==> src/ede_map.vh <==
// constants for the edge-differentiated execution block
// assumes inclusion by bare name from each file that uses it
`ifndef EDE_MAP_VH
`define EDE_MAP_VH
// variation codes
`define EDE_VAR_PLAIN    2'h0
`define EDE_VAR_RISE     2'h1
`define EDE_VAR_FALL     2'h2
// instruction kind codes
`define EDE_OP_LOAD      3'h0
`define EDE_OP_AND       3'h1
`define EDE_OP_OR        3'h2
`define EDE_OP_SET       3'h3
`define EDE_OP_RESET     3'h4
`define EDE_OP_OUTPUT    3'h5
`define EDE_OP_MOVE      3'h6
`define EDE_OP_OTHER     3'h7
// apb register byte addresses
`define EDE_ADDR_CTRL    12'h000
`define EDE_ADDR_STATUS  12'h004
`define EDE_ADDR_SCAN    12'h008
`define EDE_ADDR_FLAGS   12'h00C
// control fields
`define EDE_CTRL_START   0
`define EDE_CTRL_CYCEN   1
// status fields
`define EDE_ST_BUSY      0
`define EDE_ST_REJECT    1
// reset values
`define EDE_CTRL_RST     2'h2
`define EDE_ZERO32       32'h00000000
// refresh phases
`define EDE_PH_IDLE      3'h0
`define EDE_PH_PRE       3'h1
`define EDE_PH_EXEC      3'h2
`define EDE_PH_POST      3'h3
`define EDE_PH_CYCLIC    3'h4
`endif

==> src/ede_flag_mem.v <==
// previous-value flag store, one bit per edge instruction slot
// assumes one write port and one registered read port on clk
`timescale 1ns/1ns
module ede_flag_mem
#(
  parameter SLOTS = 64,
  parameter AW    = 6
)
(
  clk,
  reset_n,
  initPulse,
  initRise,
  rdAddr,
  rdData,
  wrEn,
  wrAddr,
  wrData,
  flagsLow
);
  input  wire          clk;
  input  wire          reset_n;
  input  wire          initPulse;
  input  wire [SLOTS-1:0] initRise;
  input  wire [AW-1:0] rdAddr;
  output reg           rdData;
  input  wire          wrEn;
  input  wire [AW-1:0] wrAddr;
  input  wire          wrData;
  output wire [31:0]   flagsLow;

  reg [SLOTS-1:0] flag_r;

  generate
    if (SLOTS >= 32)
    begin : g_wide
      assign flagsLow = flag_r[31:0];
    end
    else
    begin : g_narrow
      assign flagsLow = {{(32-SLOTS){1'b0}}, flag_r};
    end
  endgenerate

  // start of operation: rising slots load ON, falling slots OFF
  always @(posedge clk or negedge reset_n)
  begin
    if (!reset_n)
    begin
      flag_r <= {SLOTS{1'b0}};
      rdData <= 1'b0;
    end
    else
    begin
      if (initPulse)
        flag_r <= initRise; // RULE9
      else if (wrEn)
        flag_r[wrAddr] <= wrData; // RULE20
      rdData <= flag_r[rdAddr];
    end
  end
endmodule

==> src/ede_refresh_seq.v <==
// sequences immediate and cyclic i/o refresh around instruction execution
// assumes the caller drops its request before done pulses
`timescale 1ns/1ns
`include "ede_map.vh"
module ede_refresh_seq
(
  clk,
  reset_n,
  immReq,
  cycReq,
  inStrobe,
  execStrobe,
  outStrobe,
  cycStrobe,
  done,
  busy
);
  input  wire clk;
  input  wire reset_n;
  input  wire immReq;
  input  wire cycReq;
  output reg  inStrobe;
  output reg  execStrobe;
  output reg  outStrobe;
  output reg  cycStrobe;
  output reg  done;
  output wire busy;

  reg [2:0] phase_r;

  assign busy = (phase_r != `EDE_PH_IDLE);

  always @(posedge clk or negedge reset_n)
  begin
    if (!reset_n)
    begin
      phase_r    <= `EDE_PH_IDLE;
      inStrobe   <= 1'b0;
      execStrobe <= 1'b0;
      outStrobe  <= 1'b0;
      cycStrobe  <= 1'b0;
      done       <= 1'b0;
    end
    else
    begin
      inStrobe   <= 1'b0;
      execStrobe <= 1'b0;
      outStrobe  <= 1'b0;
      cycStrobe  <= 1'b0;
      done       <= 1'b0;
      case (phase_r)
        `EDE_PH_IDLE:
        begin
          if (cycReq)
          begin
            phase_r <= `EDE_PH_CYCLIC;
            cycStrobe <= 1'b1; // RULE19
          end
          else if (immReq)
          begin
            phase_r <= `EDE_PH_PRE;
            inStrobe <= 1'b1; // RULE18
          end
        end
        `EDE_PH_PRE:
        begin
          phase_r <= `EDE_PH_EXEC;
          execStrobe <= 1'b1;
        end
        `EDE_PH_EXEC:
        begin
          phase_r <= `EDE_PH_POST;
          outStrobe <= 1'b1; // RULE18
        end
        `EDE_PH_POST:
        begin
          phase_r <= `EDE_PH_IDLE;
          done <= 1'b1;
        end
        `EDE_PH_CYCLIC:
        begin
          phase_r <= `EDE_PH_IDLE;
          done <= 1'b1;
        end
        default:
          phase_r <= `EDE_PH_IDLE;
      endcase
    end
  end
endmodule

==> src/ede_exec_ctrl.v <==
// execution-condition logic for one instruction step per request
// What the document requires
// RULE1 - plain output instruction runs every scan while its condition holds
// RULE2 - rising output instruction runs only in the OFF-to-ON scan
// RULE3 - falling output instruction runs only in the ON-to-OFF scan
// RULE4 - rising input instruction gives ON for one scan on OFF-to-ON
// RULE5 - inverted rising input gives OFF for one scan on OFF-to-ON
// RULE6 - falling input instruction gives ON for one scan on ON-to-OFF
// RULE7 - inverted falling input gives OFF for one scan on ON-to-OFF
// RULE8 - falling variant only on load, and, or, set, reset instructions
// RULE9 - at start rising flags go ON, falling flags go OFF; here slots from 32 up always start OFF
// RULE10 - rising output ON only when condition ON and flag OFF
// RULE11 - flags inside an active interlock are not updated
// RULE12 - flags of jumped instructions stay unchanged
// RULE13 - edge output only when input differs from stored flag
// RULE14 - immediate variant refreshes operand i/o at execution time; here only output steps that execute refresh, input steps get none
// RULE15 - programs must not feed always-ON or first-cycle flag to rising
// RULE16 - programs must not feed always-OFF flag to falling
// RULE17 - both cyclic and immediate refresh are supported
// RULE18 - inputs refresh just before execution, outputs just after
// RULE19 - cyclic refresh updates all i/o after all tasks finish
// RULE20 - each evaluation copies the condition into the flag
// assumes a sequencer presents one step at a time on stepValid and
// waits for stepDone; apb master follows the usual two-phase protocol
`timescale 1ns/1ns
`include "ede_map.vh"
module ede_exec_ctrl
#(
  parameter SLOTS = 64,
  parameter AW    = 6
)
(
  clk,
  reset_n,
  psel,
  penable,
  pwrite,
  paddr,
  pwdata,
  prdata,
  pready,
  pslverr,
  stepValid,
  stepSlot,
  stepVar,
  stepOp,
  stepInvert,
  stepIsInput,
  stepImm,
  stepCond,
  interlockOff,
  jumpSkip,
  scanEnd,
  stepDone,
  execFire,
  condOut,
  stepReject,
  ioInRefresh,
  ioOutRefresh,
  ioCycRefresh
);
  input  wire          clk;
  input  wire          reset_n;
  input  wire          psel;
  input  wire          penable;
  input  wire          pwrite;
  input  wire [11:0]   paddr;
  input  wire [31:0]   pwdata;
  output reg  [31:0]   prdata;
  output reg           pready;
  output reg           pslverr;
  input  wire          stepValid;
  input  wire [AW-1:0] stepSlot;
  input  wire [1:0]    stepVar;
  input  wire [2:0]    stepOp;
  input  wire          stepInvert;
  input  wire          stepIsInput;
  input  wire          stepImm;
  input  wire          stepCond;
  input  wire          interlockOff;
  input  wire          jumpSkip;
  input  wire          scanEnd;
  output reg           stepDone;
  output reg           execFire;
  output reg           condOut;
  output reg           stepReject;
  output reg           ioInRefresh;
  output reg           ioOutRefresh;
  output reg           ioCycRefresh;

  localparam ST_IDLE = 2'h0;
  localparam ST_READ = 2'h1;
  localparam ST_EVAL = 2'h2;
  localparam ST_REFR = 2'h3;

  reg  [1:0]       state_r;
  reg  [1:0]       ctrl_r;
  reg  [SLOTS-1:0] riseMap_r;
  reg  [31:0]      scanCount_r;
  reg              initPulse_r;
  reg              rejectSticky_r;
  reg              cycPending_r;
  wire             prevFlag;
  wire [31:0]      flagsLow;
  wire             seqIn;
  wire             seqExec;
  wire             seqOut;
  wire             seqCyc;
  wire             seqDone;
  wire             seqBusy;
  reg              memWe;
  reg              immReq;

  // falling variant is only legal on load, and, or, set and reset
  function fallLegal;
    input [2:0] op;
    begin
      fallLegal = (op == `EDE_OP_LOAD) || (op == `EDE_OP_AND) || (op == `EDE_OP_OR)
                  || (op == `EDE_OP_SET) || (op == `EDE_OP_RESET); // RULE8
    end
  endfunction

  // edge seen when present state differs from the stored flag in the variation's direction; plain passes the state through
  function edgeSeen;
    input [1:0] vsel;
    input       cur;
    input       prev;
    begin
      case (vsel)
        `EDE_VAR_RISE: edgeSeen = cur & ~prev; // RULE10 RULE13
        `EDE_VAR_FALL: edgeSeen = ~cur & prev; // RULE13
        default:       edgeSeen = cur;
      endcase
    end
  endfunction

  // bus word to rise map: slots from 32 up cannot be set over the bus and start OFF
  function [SLOTS-1:0] riseFromWord;
    input [31:0] w;
    integer      i;
    begin
      riseFromWord = {SLOTS{1'b0}};
      for (i = 0; i < 32; i = i + 1)
        if (i < SLOTS)
          riseFromWord[i] = w[i];
    end
  endfunction

  // flag is written at the evaluate edge with the condition that the step saw
  ede_flag_mem #(.SLOTS(SLOTS), .AW(AW)) u_flags
  (
    .clk      (clk),
    .reset_n  (reset_n),
    .initPulse(initPulse_r),
    .initRise (riseMap_r),
    .rdAddr   (stepSlot),
    .rdData   (prevFlag),
    .wrEn     (memWe),
    .wrAddr   (stepSlot),
    .wrData   (stepCond),
    .flagsLow (flagsLow)
  );

  // cyclic refresh waits until the step sequencer is idle
  ede_refresh_seq u_refresh
  (
    .clk       (clk),
    .reset_n   (reset_n),
    .immReq    (immReq),
    .cycReq    (cycPending_r && state_r == ST_IDLE),
    .inStrobe  (seqIn),
    .execStrobe(seqExec),
    .outStrobe (seqOut),
    .cycStrobe (seqCyc),
    .done      (seqDone),
    .busy      (seqBusy)
  );

  // a refused step finishes with no output and no flag update
  wire illegal = (stepVar == `EDE_VAR_FALL) && !fallLegal(stepOp);
  wire isEdge  = (stepVar == `EDE_VAR_RISE) || (stepVar == `EDE_VAR_FALL);
  // a step that is interlocked or jumped is not evaluated and keeps its flag
  wire evaluated = !interlockOff && !jumpSkip; // RULE11 RULE12

  // only an output step that really executes asks for an immediate refresh;
  // input steps ignore the refresh variant
  always @*
  begin
    memWe  = (state_r == ST_EVAL) && isEdge && evaluated && !illegal; // RULE20
    immReq = (state_r == ST_EVAL) && stepImm && !stepIsInput && evaluated && !illegal
             && edgeSeen(stepVar, stepCond, prevFlag); // RULE14
  end

  // apb slave, zero wait states
  wire apbAccess = psel && penable;
  wire [31:0] statusWord = {30'h0, rejectSticky_r, seqBusy};

  always @(posedge clk or negedge reset_n)
  begin
    if (!reset_n)
    begin
      prdata         <= `EDE_ZERO32;
      pready         <= 1'b0;
      pslverr        <= 1'b0;
      ctrl_r         <= `EDE_CTRL_RST;
      riseMap_r      <= {SLOTS{1'b0}};
      initPulse_r    <= 1'b0;
      rejectSticky_r <= 1'b0;
    end
    else
    begin
      pready      <= psel && !penable;
      pslverr     <= 1'b0;
      initPulse_r <= 1'b0;
      if (stepReject)
        rejectSticky_r <= 1'b1;
      if (psel && !penable)
      begin
        case (paddr)
          `EDE_ADDR_CTRL:   prdata <= {30'h0, ctrl_r};
          `EDE_ADDR_STATUS: prdata <= statusWord;
          `EDE_ADDR_SCAN:   prdata <= scanCount_r;
          `EDE_ADDR_FLAGS:  prdata <= flagsLow;
          default:
          begin
            prdata  <= `EDE_ZERO32;
            pslverr <= 1'b1;
          end
        endcase
      end
      // a write lands at the access edge only, so an abandoned setup changes nothing
      if (apbAccess && pready && pwrite)
      begin
        case (paddr)
          `EDE_ADDR_CTRL:
          begin
            ctrl_r <= pwdata[1:0];
            initPulse_r <= pwdata[`EDE_CTRL_START]; // RULE9
          end
          `EDE_ADDR_STATUS:
            if (pwdata[`EDE_ST_REJECT] && !stepReject)
              rejectSticky_r <= 1'b0;
          `EDE_ADDR_FLAGS:
            riseMap_r <= riseFromWord(pwdata);
          default:
            ;
        endcase
      end
    end
  end

  // step sequencer
  always @(posedge clk or negedge reset_n)
  begin
    if (!reset_n)
    begin
      state_r      <= ST_IDLE;
      stepDone     <= 1'b0;
      execFire     <= 1'b0;
      condOut      <= 1'b0;
      stepReject   <= 1'b0;
      cycPending_r <= 1'b0;
      scanCount_r  <= `EDE_ZERO32;
      ioInRefresh  <= 1'b0;
      ioOutRefresh <= 1'b0;
      ioCycRefresh <= 1'b0;
    end
    else
    begin
      stepDone     <= 1'b0;
      execFire     <= 1'b0;
      stepReject   <= 1'b0;
      ioInRefresh  <= seqIn;
      ioOutRefresh <= seqOut;
      ioCycRefresh <= seqCyc;
      // all tasks of the scan done: one cyclic refresh before the next
      if (scanEnd && ctrl_r[`EDE_CTRL_CYCEN])
        cycPending_r <= 1'b1; // RULE17 RULE19
      else if (seqCyc)
        cycPending_r <= 1'b0;
      if (seqCyc)
        scanCount_r <= scanCount_r + 32'h00000001;
      case (state_r)
        ST_IDLE:
          // the master still holds stepValid at the edge where it sees stepDone;
          // taking it there would run the finished step a second time
          if (stepValid && !stepDone && !seqBusy && !cycPending_r)
            state_r <= ST_READ;
        ST_READ:
          state_r <= ST_EVAL;
        ST_EVAL:
        begin
          if (illegal)
          begin
            stepReject <= 1'b1; // RULE8
            stepDone   <= 1'b1;
            condOut    <= 1'b0;
            state_r    <= ST_IDLE;
          end
          else if (!evaluated)
          begin
            condOut  <= 1'b0;
            stepDone <= 1'b1;
            state_r  <= ST_IDLE;
          end
          else if (stepIsInput)
          begin
            // one-scan pulse, inverted forms give a one-scan gap
            condOut  <= edgeSeen(stepVar, stepCond, prevFlag) ^ stepInvert; // RULE4 RULE5 RULE6 RULE7
            stepDone <= 1'b1;
            state_r  <= ST_IDLE;
          end
          else if (immReq)
          begin
            state_r <= ST_REFR; // RULE14
          end
          else
          begin
            execFire <= edgeSeen(stepVar, stepCond, prevFlag); // RULE1 RULE2 RULE3
            condOut  <= stepCond;
            stepDone <= 1'b1;
            state_r  <= ST_IDLE;
          end
        end
        ST_REFR:
        begin
          if (seqExec)
            execFire <= 1'b1; // RULE18
          if (seqDone)
          begin
            condOut  <= stepCond;
            stepDone <= 1'b1;
            state_r  <= ST_IDLE;
          end
        end
        default:
          state_r <= ST_IDLE;
      endcase
    end
  end
endmodule

==> config.mk <==
export PLATFORM = sky130hd
export DESIGN_NAME = ede_exec_ctrl
export DESIGN_NICKNAME = d
export VERILOG_FILES = /design/src/ede_flag_mem.v /design/src/ede_refresh_seq.v /design/src/ede_exec_ctrl.v
export VERILOG_INCLUDE_DIRS = /design/src
export SDC_FILE = /design/constraint.sdc
export NUM_CORES = 1
export LEC_CHECK = 0
export BUFFER_PORTS_ARGS = -buffer_cell sky130_fd_sc_hd__buf_2
export CELL_PAD_IN_SITES_DETAIL_PLACEMENT = 1
export CELL_PAD_IN_SITES_GLOBAL_PLACEMENT = 1
export CORE_ASPECT_RATIO = 0.6
export CORE_UTILIZATION = 34
export DETAILED_ROUTE_END_ITERATION = 10
export PLACE_DENSITY_LB_ADDON = 0.1
export SLEW_MARGIN = 20
export SYNTH_ARGS = -nofsm -noshare
export SYNTH_HDL_FRONTEND = slang
export SYNTH_HIERARCHICAL = 1
export SYNTH_SLANG_ARGS = --single-unit
==> constraint.sdc <==
create_clock -name clk -period 2.4 [get_ports clk]
set_input_delay 0.36 -clock clk [delete_from_list [all_inputs] [get_ports clk]]
set_output_delay 0.36 -clock clk [all_outputs]
set_load 0.1 [all_outputs]
== Yosys cells after proc, flatten, opt, wreduce, memory -nomap -nowiden ==
Index checks and enable logic that the tools add are counted.
Widths: inputs -> output; s select.
Storage, ports and cells
  flip-flop bits (word level): 185
  word-level logic and storage cells: 164
Operators by class
  $add $sub $neg: 1
  magnitude comparators: 2
  equality and inequality tests: 20
  multiplexer cells: 61
  bitwise gates (word level): 5
  reductions and logical operators: 50
Operators with widths (count)
  $mux 64: 2
  $pmux 32 s4: 1
  $bwmux 64: 1
  $mux 1: 41
  $add 32x1->32 const B: 1
  $eq 12x4->1 const B: 2
  $logic_and 1x1->1: 21
  $eq 12x3->1 const B: 1
  $eq 3x2->1 const B: 4
  $logic_not 12->1: 1
  $mux 2: 6
  $logic_not 1->1: 10
  $pmux 3 s3: 1
  $pmux 1 s2: 4
  $pmux 2 s4: 1
  $lt 6x7->1 const B: 1
  $bmux 1 s6: 1
  $demux 1 s6: 1
  $eq 2x2->1 const B: 3
  $eq 3x1->1 const B: 2
  $eq 3x3->1 const B: 2
  $ge 6x1->1 const B: 1
  $logic_not 3->1: 2
  $mux 3: 2
  other kinds (15): 27

== Depth between registers and ports, before layout ==
  word-level depth: 15
  depth in mapped cells: 10
  mapped depth without buffers: 10

== By module ==
Netlist, hierarchy kept.
By module, submodules not included
  ede_exec_ctrl: instances 1, cells each 413, area an instance 4839.6 µm², sequential area each 2803.9 µm²
  ede_flag_mem: instances 1, cells each 462, area an instance 4152.7 µm², sequential area each 1626.6 µm²
  ede_refresh_seq: instances 1, cells each 23, area an instance 295.3 µm², sequential area each 200.2 µm²

== Worst setup path after synthesis ==
Ideal clock, no wire load.
  kind: input -> register
  start: in stepVar[0]
  end: reg u_flags.flag_r[57]
  arrival: 2.003 ns
  data required time: 2.267 ns
  setup slack: 0.264 ns
  cell stages on the path: 10
  path through: inv_1 ha_1 o211ai_1 nand2_1 nor3_1 nand2_1 nor3_1 nand4_1 mux2i_1 o21ai_0
Between the ends
  word-level cells in the longest chain between the ends: 6
  elaborated cells between the ends (all ways): 9
  those cells by class: eq/ne (2); reduce/logical (7)
Ends and longest elaborated chain
  start, declared: line ede_exec_ctrl.v:74  | input wire [1:0] stepVar;
  $eq 2x1->1 / $eq 2x2->1 (equally long branches)
  $logic_or 1x1->1: line ede_exec_ctrl.v:181  | wire isEdge = (stepVar == `EDE_VAR_RISE) || (stepVar == `EDE_VAR_FALL);
  $logic_and 1x1->1 (2 in series): line ede_exec_ctrl.v:189  | memWe = (state_r == ST_EVAL) && isEdge && evaluated && !illegal;
  $logic_and 1x1->1 (*): line ede_exec_ctrl.v:189
  via memWe: line ede_exec_ctrl.v:111  | reg memWe;
  $reduce_bool 2->1 (no source line) (*)
  end signal, assigned: line ede_flag_mem.v:50  | flag_r <= {SLOTS{1'b0}};
  end signal, assigned: line ede_flag_mem.v:56  | flag_r <= initRise;
  end signal, assigned by index: line ede_flag_mem.v:58  | flag_r[wrAddr] <= wrData;
  end, declared: line ede_flag_mem.v:32  | reg [SLOTS-1:0] flag_r;
Mark *: on every way through the listed nets, which the timed path passes. The rest lies on a longest branch.
A chain may end at the register's enable or synchronous reset.

== Worst setup path after layout ==
  start: reg scanCount_r[0]
  end: reg scanCount_r[28]
Between the ends
  word-level cells in the longest chain between the ends: 1
Ends and longest elaborated chain
  start, declared: line ede_exec_ctrl.v:99  | reg [31:0] scanCount_r;
  start signal, assigned: line ede_exec_ctrl.v:263  | scanCount_r <= `EDE_ZERO32;
  start signal, assigned: line ede_exec_ctrl.v:282  | scanCount_r <= scanCount_r + 32'h00000001;
  $add 32x1->32: line ede_exec_ctrl.v:282
Every way passes these cells.

==> summary by stage <==
Outcome
The flow ran to the end, and the final reports show no timing, DRC or antenna violations.

Floorplanning
For this design the top-level I/O count stands at roughly 110. The initial standard-cell utilization of the core is between 30% and 40%. In this run the horizontal extent of the chip is ~220 um.

The die is between 100 and 150 um tall. The area of the core region is 26650 um2. The die footprint is 28000 um2. The floorplan row count is between 40 and 50.

Synth
The cell taking the most area after synthesis is dfrtp_1. By area the synthesized netlist is led by dfrtp_1, mux2i_1, nand2_1. In this run the biggest area consumer among cell types represents between 40% and 50% of the synthesized area. Yosys instantiated no cell more often than dfrtp_1.

The synthesis-stage register bit count is ~190. In the synthesized netlist the async set-or-reset flop fraction comes to between 90% and 100%. The cell area after technology mapping is between 9000 and 10000 um2. The share of the Yosys chip area taken by registers is about half.

A synthesized cell averages roughly 10 um2. The leading register cell type out of synthesis is dfrtp_1. The synthesized design contains 0 enable-type register cells. For this run, the number of Yosys warnings is 6.

After synthesis, the netlist uses between 50 and 60 different library cells. The commonest cells after synthesis are dfrtp_1, nand2_1, mux2i_1, o21ai_0, nor2_1. The cell count after synthesis is about 900.

Global route
For met2 alone, demand over resource in global routing was 27.51%. Global routing consumed, over all layers together, 19.86% of the routing resources. The global routing stage identified its most utilized layer as met1. The sum of overflow across all layers after global routing is 0. The first global-routing pass estimated roughly 42000 um of wire. The initial antenna violation count is 3.

For met3 alone, demand over resource in global routing was about 4.4%. Entering global routing, the biggest net connects between 60 and 70 pins. The via count of the first global-routing pass is around 7.1k. Global routing used between 30% and 40% of the available met1 tracks.

Route
The detailed router placed slightly below 7k vias in this run. The detailed-router iteration count before antenna repair is 4. In this run the remaining antenna-violating nets after routing total 0. The detail-routed via count per cell is ~4.9.

For this run, design rule violations remaining after detail routing come to 0. The routed wire length is 25960 um. In this run, the number of DRC markers left after iteration 0 of detailed routing was 370. Dividing the detail-routed wire length by the instance count gives between 15 and 20 um.

STA
The max-slew violation total from the final report is 0. The final hold violation count is 0. Setup violations remaining at the end of the flow were counted as 0. The relative max-transition margin is a little over two fifths.

The period utilization is around 89%. The time the final worst path needs with I/O delays and setup is approximately 2100 ps. The transition time of the tightest slew-check pin is roughly 870 ps. Timing would allow up to between 400 and 500 MHz. Setup repair after global routing left no endpoint under its margin. The post-route clock skew is 10.84 ps.

Critical path
Along the worst path, the maximum fanout reaches 4. The kind of launch point of the worst setup path is a flip-flop. For the worst setup path, the data required time is ~2800 ps. The worst endpoint data arrival time is 2500 ps. On the worst path, the slowest cell contributes a delay of 600 ps. The critical path goes through ha_1, nand4_2, or3_1, or4_4, nor3_2, xor2_1.

The count of cells along the worst register-to-register path is 6. The startpoint identified for the worst register-to-register timing path is scanCount_r[0]. The endpoint class of the critical path is a flip-flop.

The worst reg-to-reg setup slack is ~270 ps. The capture instance of the worst register-to-register path is scanCount_r[28]. The critical path in this run is classified as flip-flop to flip-flop. For this design, the slowest cell found on the critical path is or4_4.

Cells and area
After routing the design area is between 10000 and 15000 um2. Registers take roughly 4600 um2. The area growth from synthesis to layout is 18.28%. The final net count is approximately 1.1k.

Cells with a size suffix above 1 make up roughly a quarter of the layout. Once layout is complete, the utilization of the core stands at between 40% and 50%. Once layout is complete, the cells apart from fillers number 1388.

The filler cells instantiated in the layout total ~3.0k. Summing all multi-input logic gate instances after layout gives between 4000 and 5000 um2.

Hold path
The capture endpoint of the worst hold path is cycPending_r. In this run the most critical hold path is launched from scanEnd. The number of cells traversed by the worst hold path is 3. The type of the worst min-delay path is input pin to flip-flop.

CTS
No sink is reached through more buffers than the 2 on the longest clock path. The clock sink count is about 190. After clock tree synthesis, the repair step resized 0 gates.

Clock-pin slew was measured on the worst setup and hold paths at about 70 ps. The tree is rooted in a clkbuf_16. The TritonCTS buffer count is 17. The later pin in the worst-skew pair is clocked with a latency of ~460 ps.

In this run the number of H-tree levels came out at 4. TritonCTS built the clock tree.

Placed design
The number of port buffers is between 100 and 150. In this run the cell area measured after placement is between 10000 and 15000 um2. The post-DP HPWL is approximately 18000 um. Routability-driven placement finished with a final weighted congestion of around 0.76. The cell total after placement is between 1k and 1.5k.

Run
The max capacitance violation total is 0.

Power
The total power divided by cell area is 678.0 nW/um2. The leakage power total is about 5.4 nW. The worst supply voltage drop on vdd is 0.0004771 V.
[through the flow]
step / worst slack [ps] / setup TNS [ps] / power [mW] / hold slack, ps
after global routing: 106.0 / 0 / 7.766 / 115.4
after global placement: 60.65 / 0 / 4.370 / 331.5
after floorplan: 264.0 / 0 / 4.042 / 64.41
final: 270.9 / 0 / 7.449 / 124.7
after CTS: 262.0 / 0 / 7.556 / 109.7
after detailed placement: -58.11 / -291.2 / 4.382 / 336.3
[routing by layer]
metal | vias up | wire, um
li1 | 3284 | -
met1 | 3408 | 13760
met2 | 107 | 10680
met3 | 20 | 1246
met4 | 2 | 265
met5 | - | 10
[what timing repair did]
item                                   in CTS  in global routing
hold buffers                                1                  0
buffers inserted                            0                  0
endpoints found under the hold margin      44                  0
[sequential cells by signal, indices dropped and copies added, names as in the netlist, 2 cells and up]
register           count
ctrl_r                 2
state_r                2
scanCount_r           32
u_refresh/phase_r      3
u_flags/flag_r        64
riseMap_r             32
prdata                32
[report_power, final]
part	switching, mW	internal [mW]
Combinational	0.599	0.315
Sequential	0.134	3.26
Clock	1.28	1.86
[how the worst max path moves through the flow]
stage,from,slack (ps),end,cells past startpoint
floorplan,stepVar[0],260,u_flags/flag_r[57],10
CTS,scanCount_r[0],260,scanCount_r[28],6
global route,state_r[0],110,u_flags/flag_r[62],9
finish,scanCount_r[0],270,scanCount_r[28],6
global placement,stepVar[0],60,u_flags/flag_r[59],12
detailed placement,stepVar[0],-60,u_flags/flag_r[58],12
[critical path: cells and delay by family, from the launching register on]
family	cells	cell delay [ps]
and+or+nand+nor	4	1260
DFF	1	420
adders and majority gates	1	210
xor gates and xnor gates	1	160
[layout by cell type (no fill, tap or decap), drive strengths merged, types with 17 or more instances in the layout]
master / instances
buf: 142
clkbuf: 23
conb: 32
dfrtp: 184
inv: 17
mux2: 36
mux2i: 99
nand2: 177
nand4: 21
nor2: 47
o21ai: 99
[cell type report]
type,instances,share of cell area (%)
multi-input combinational,649,39.05
clock buffer,22,4.408
clock inverter,10,1.492
antenna,2,0.04556
timing repair buffer,144,8.166
sequential,185,42.19
tap,360,4.100
inverter,16,0.5467
[logic make-up after synthesis]
family                   after synthesis  share of synthesized area, %
AND/OR/NAND/NOR                      313                         15.69
flip-flops                           185                         49.86
multiplexers                         149                         18.47
AO/OA/AOI/OAI                        120                         7.261
buffers and inverters                 95                         5.254
XOR/XNOR                              32                         3.018
adder cells (fa/ha/maj)                3                        0.4042
other                                  1                       0.04038
(Power assumes the default switching activity.)
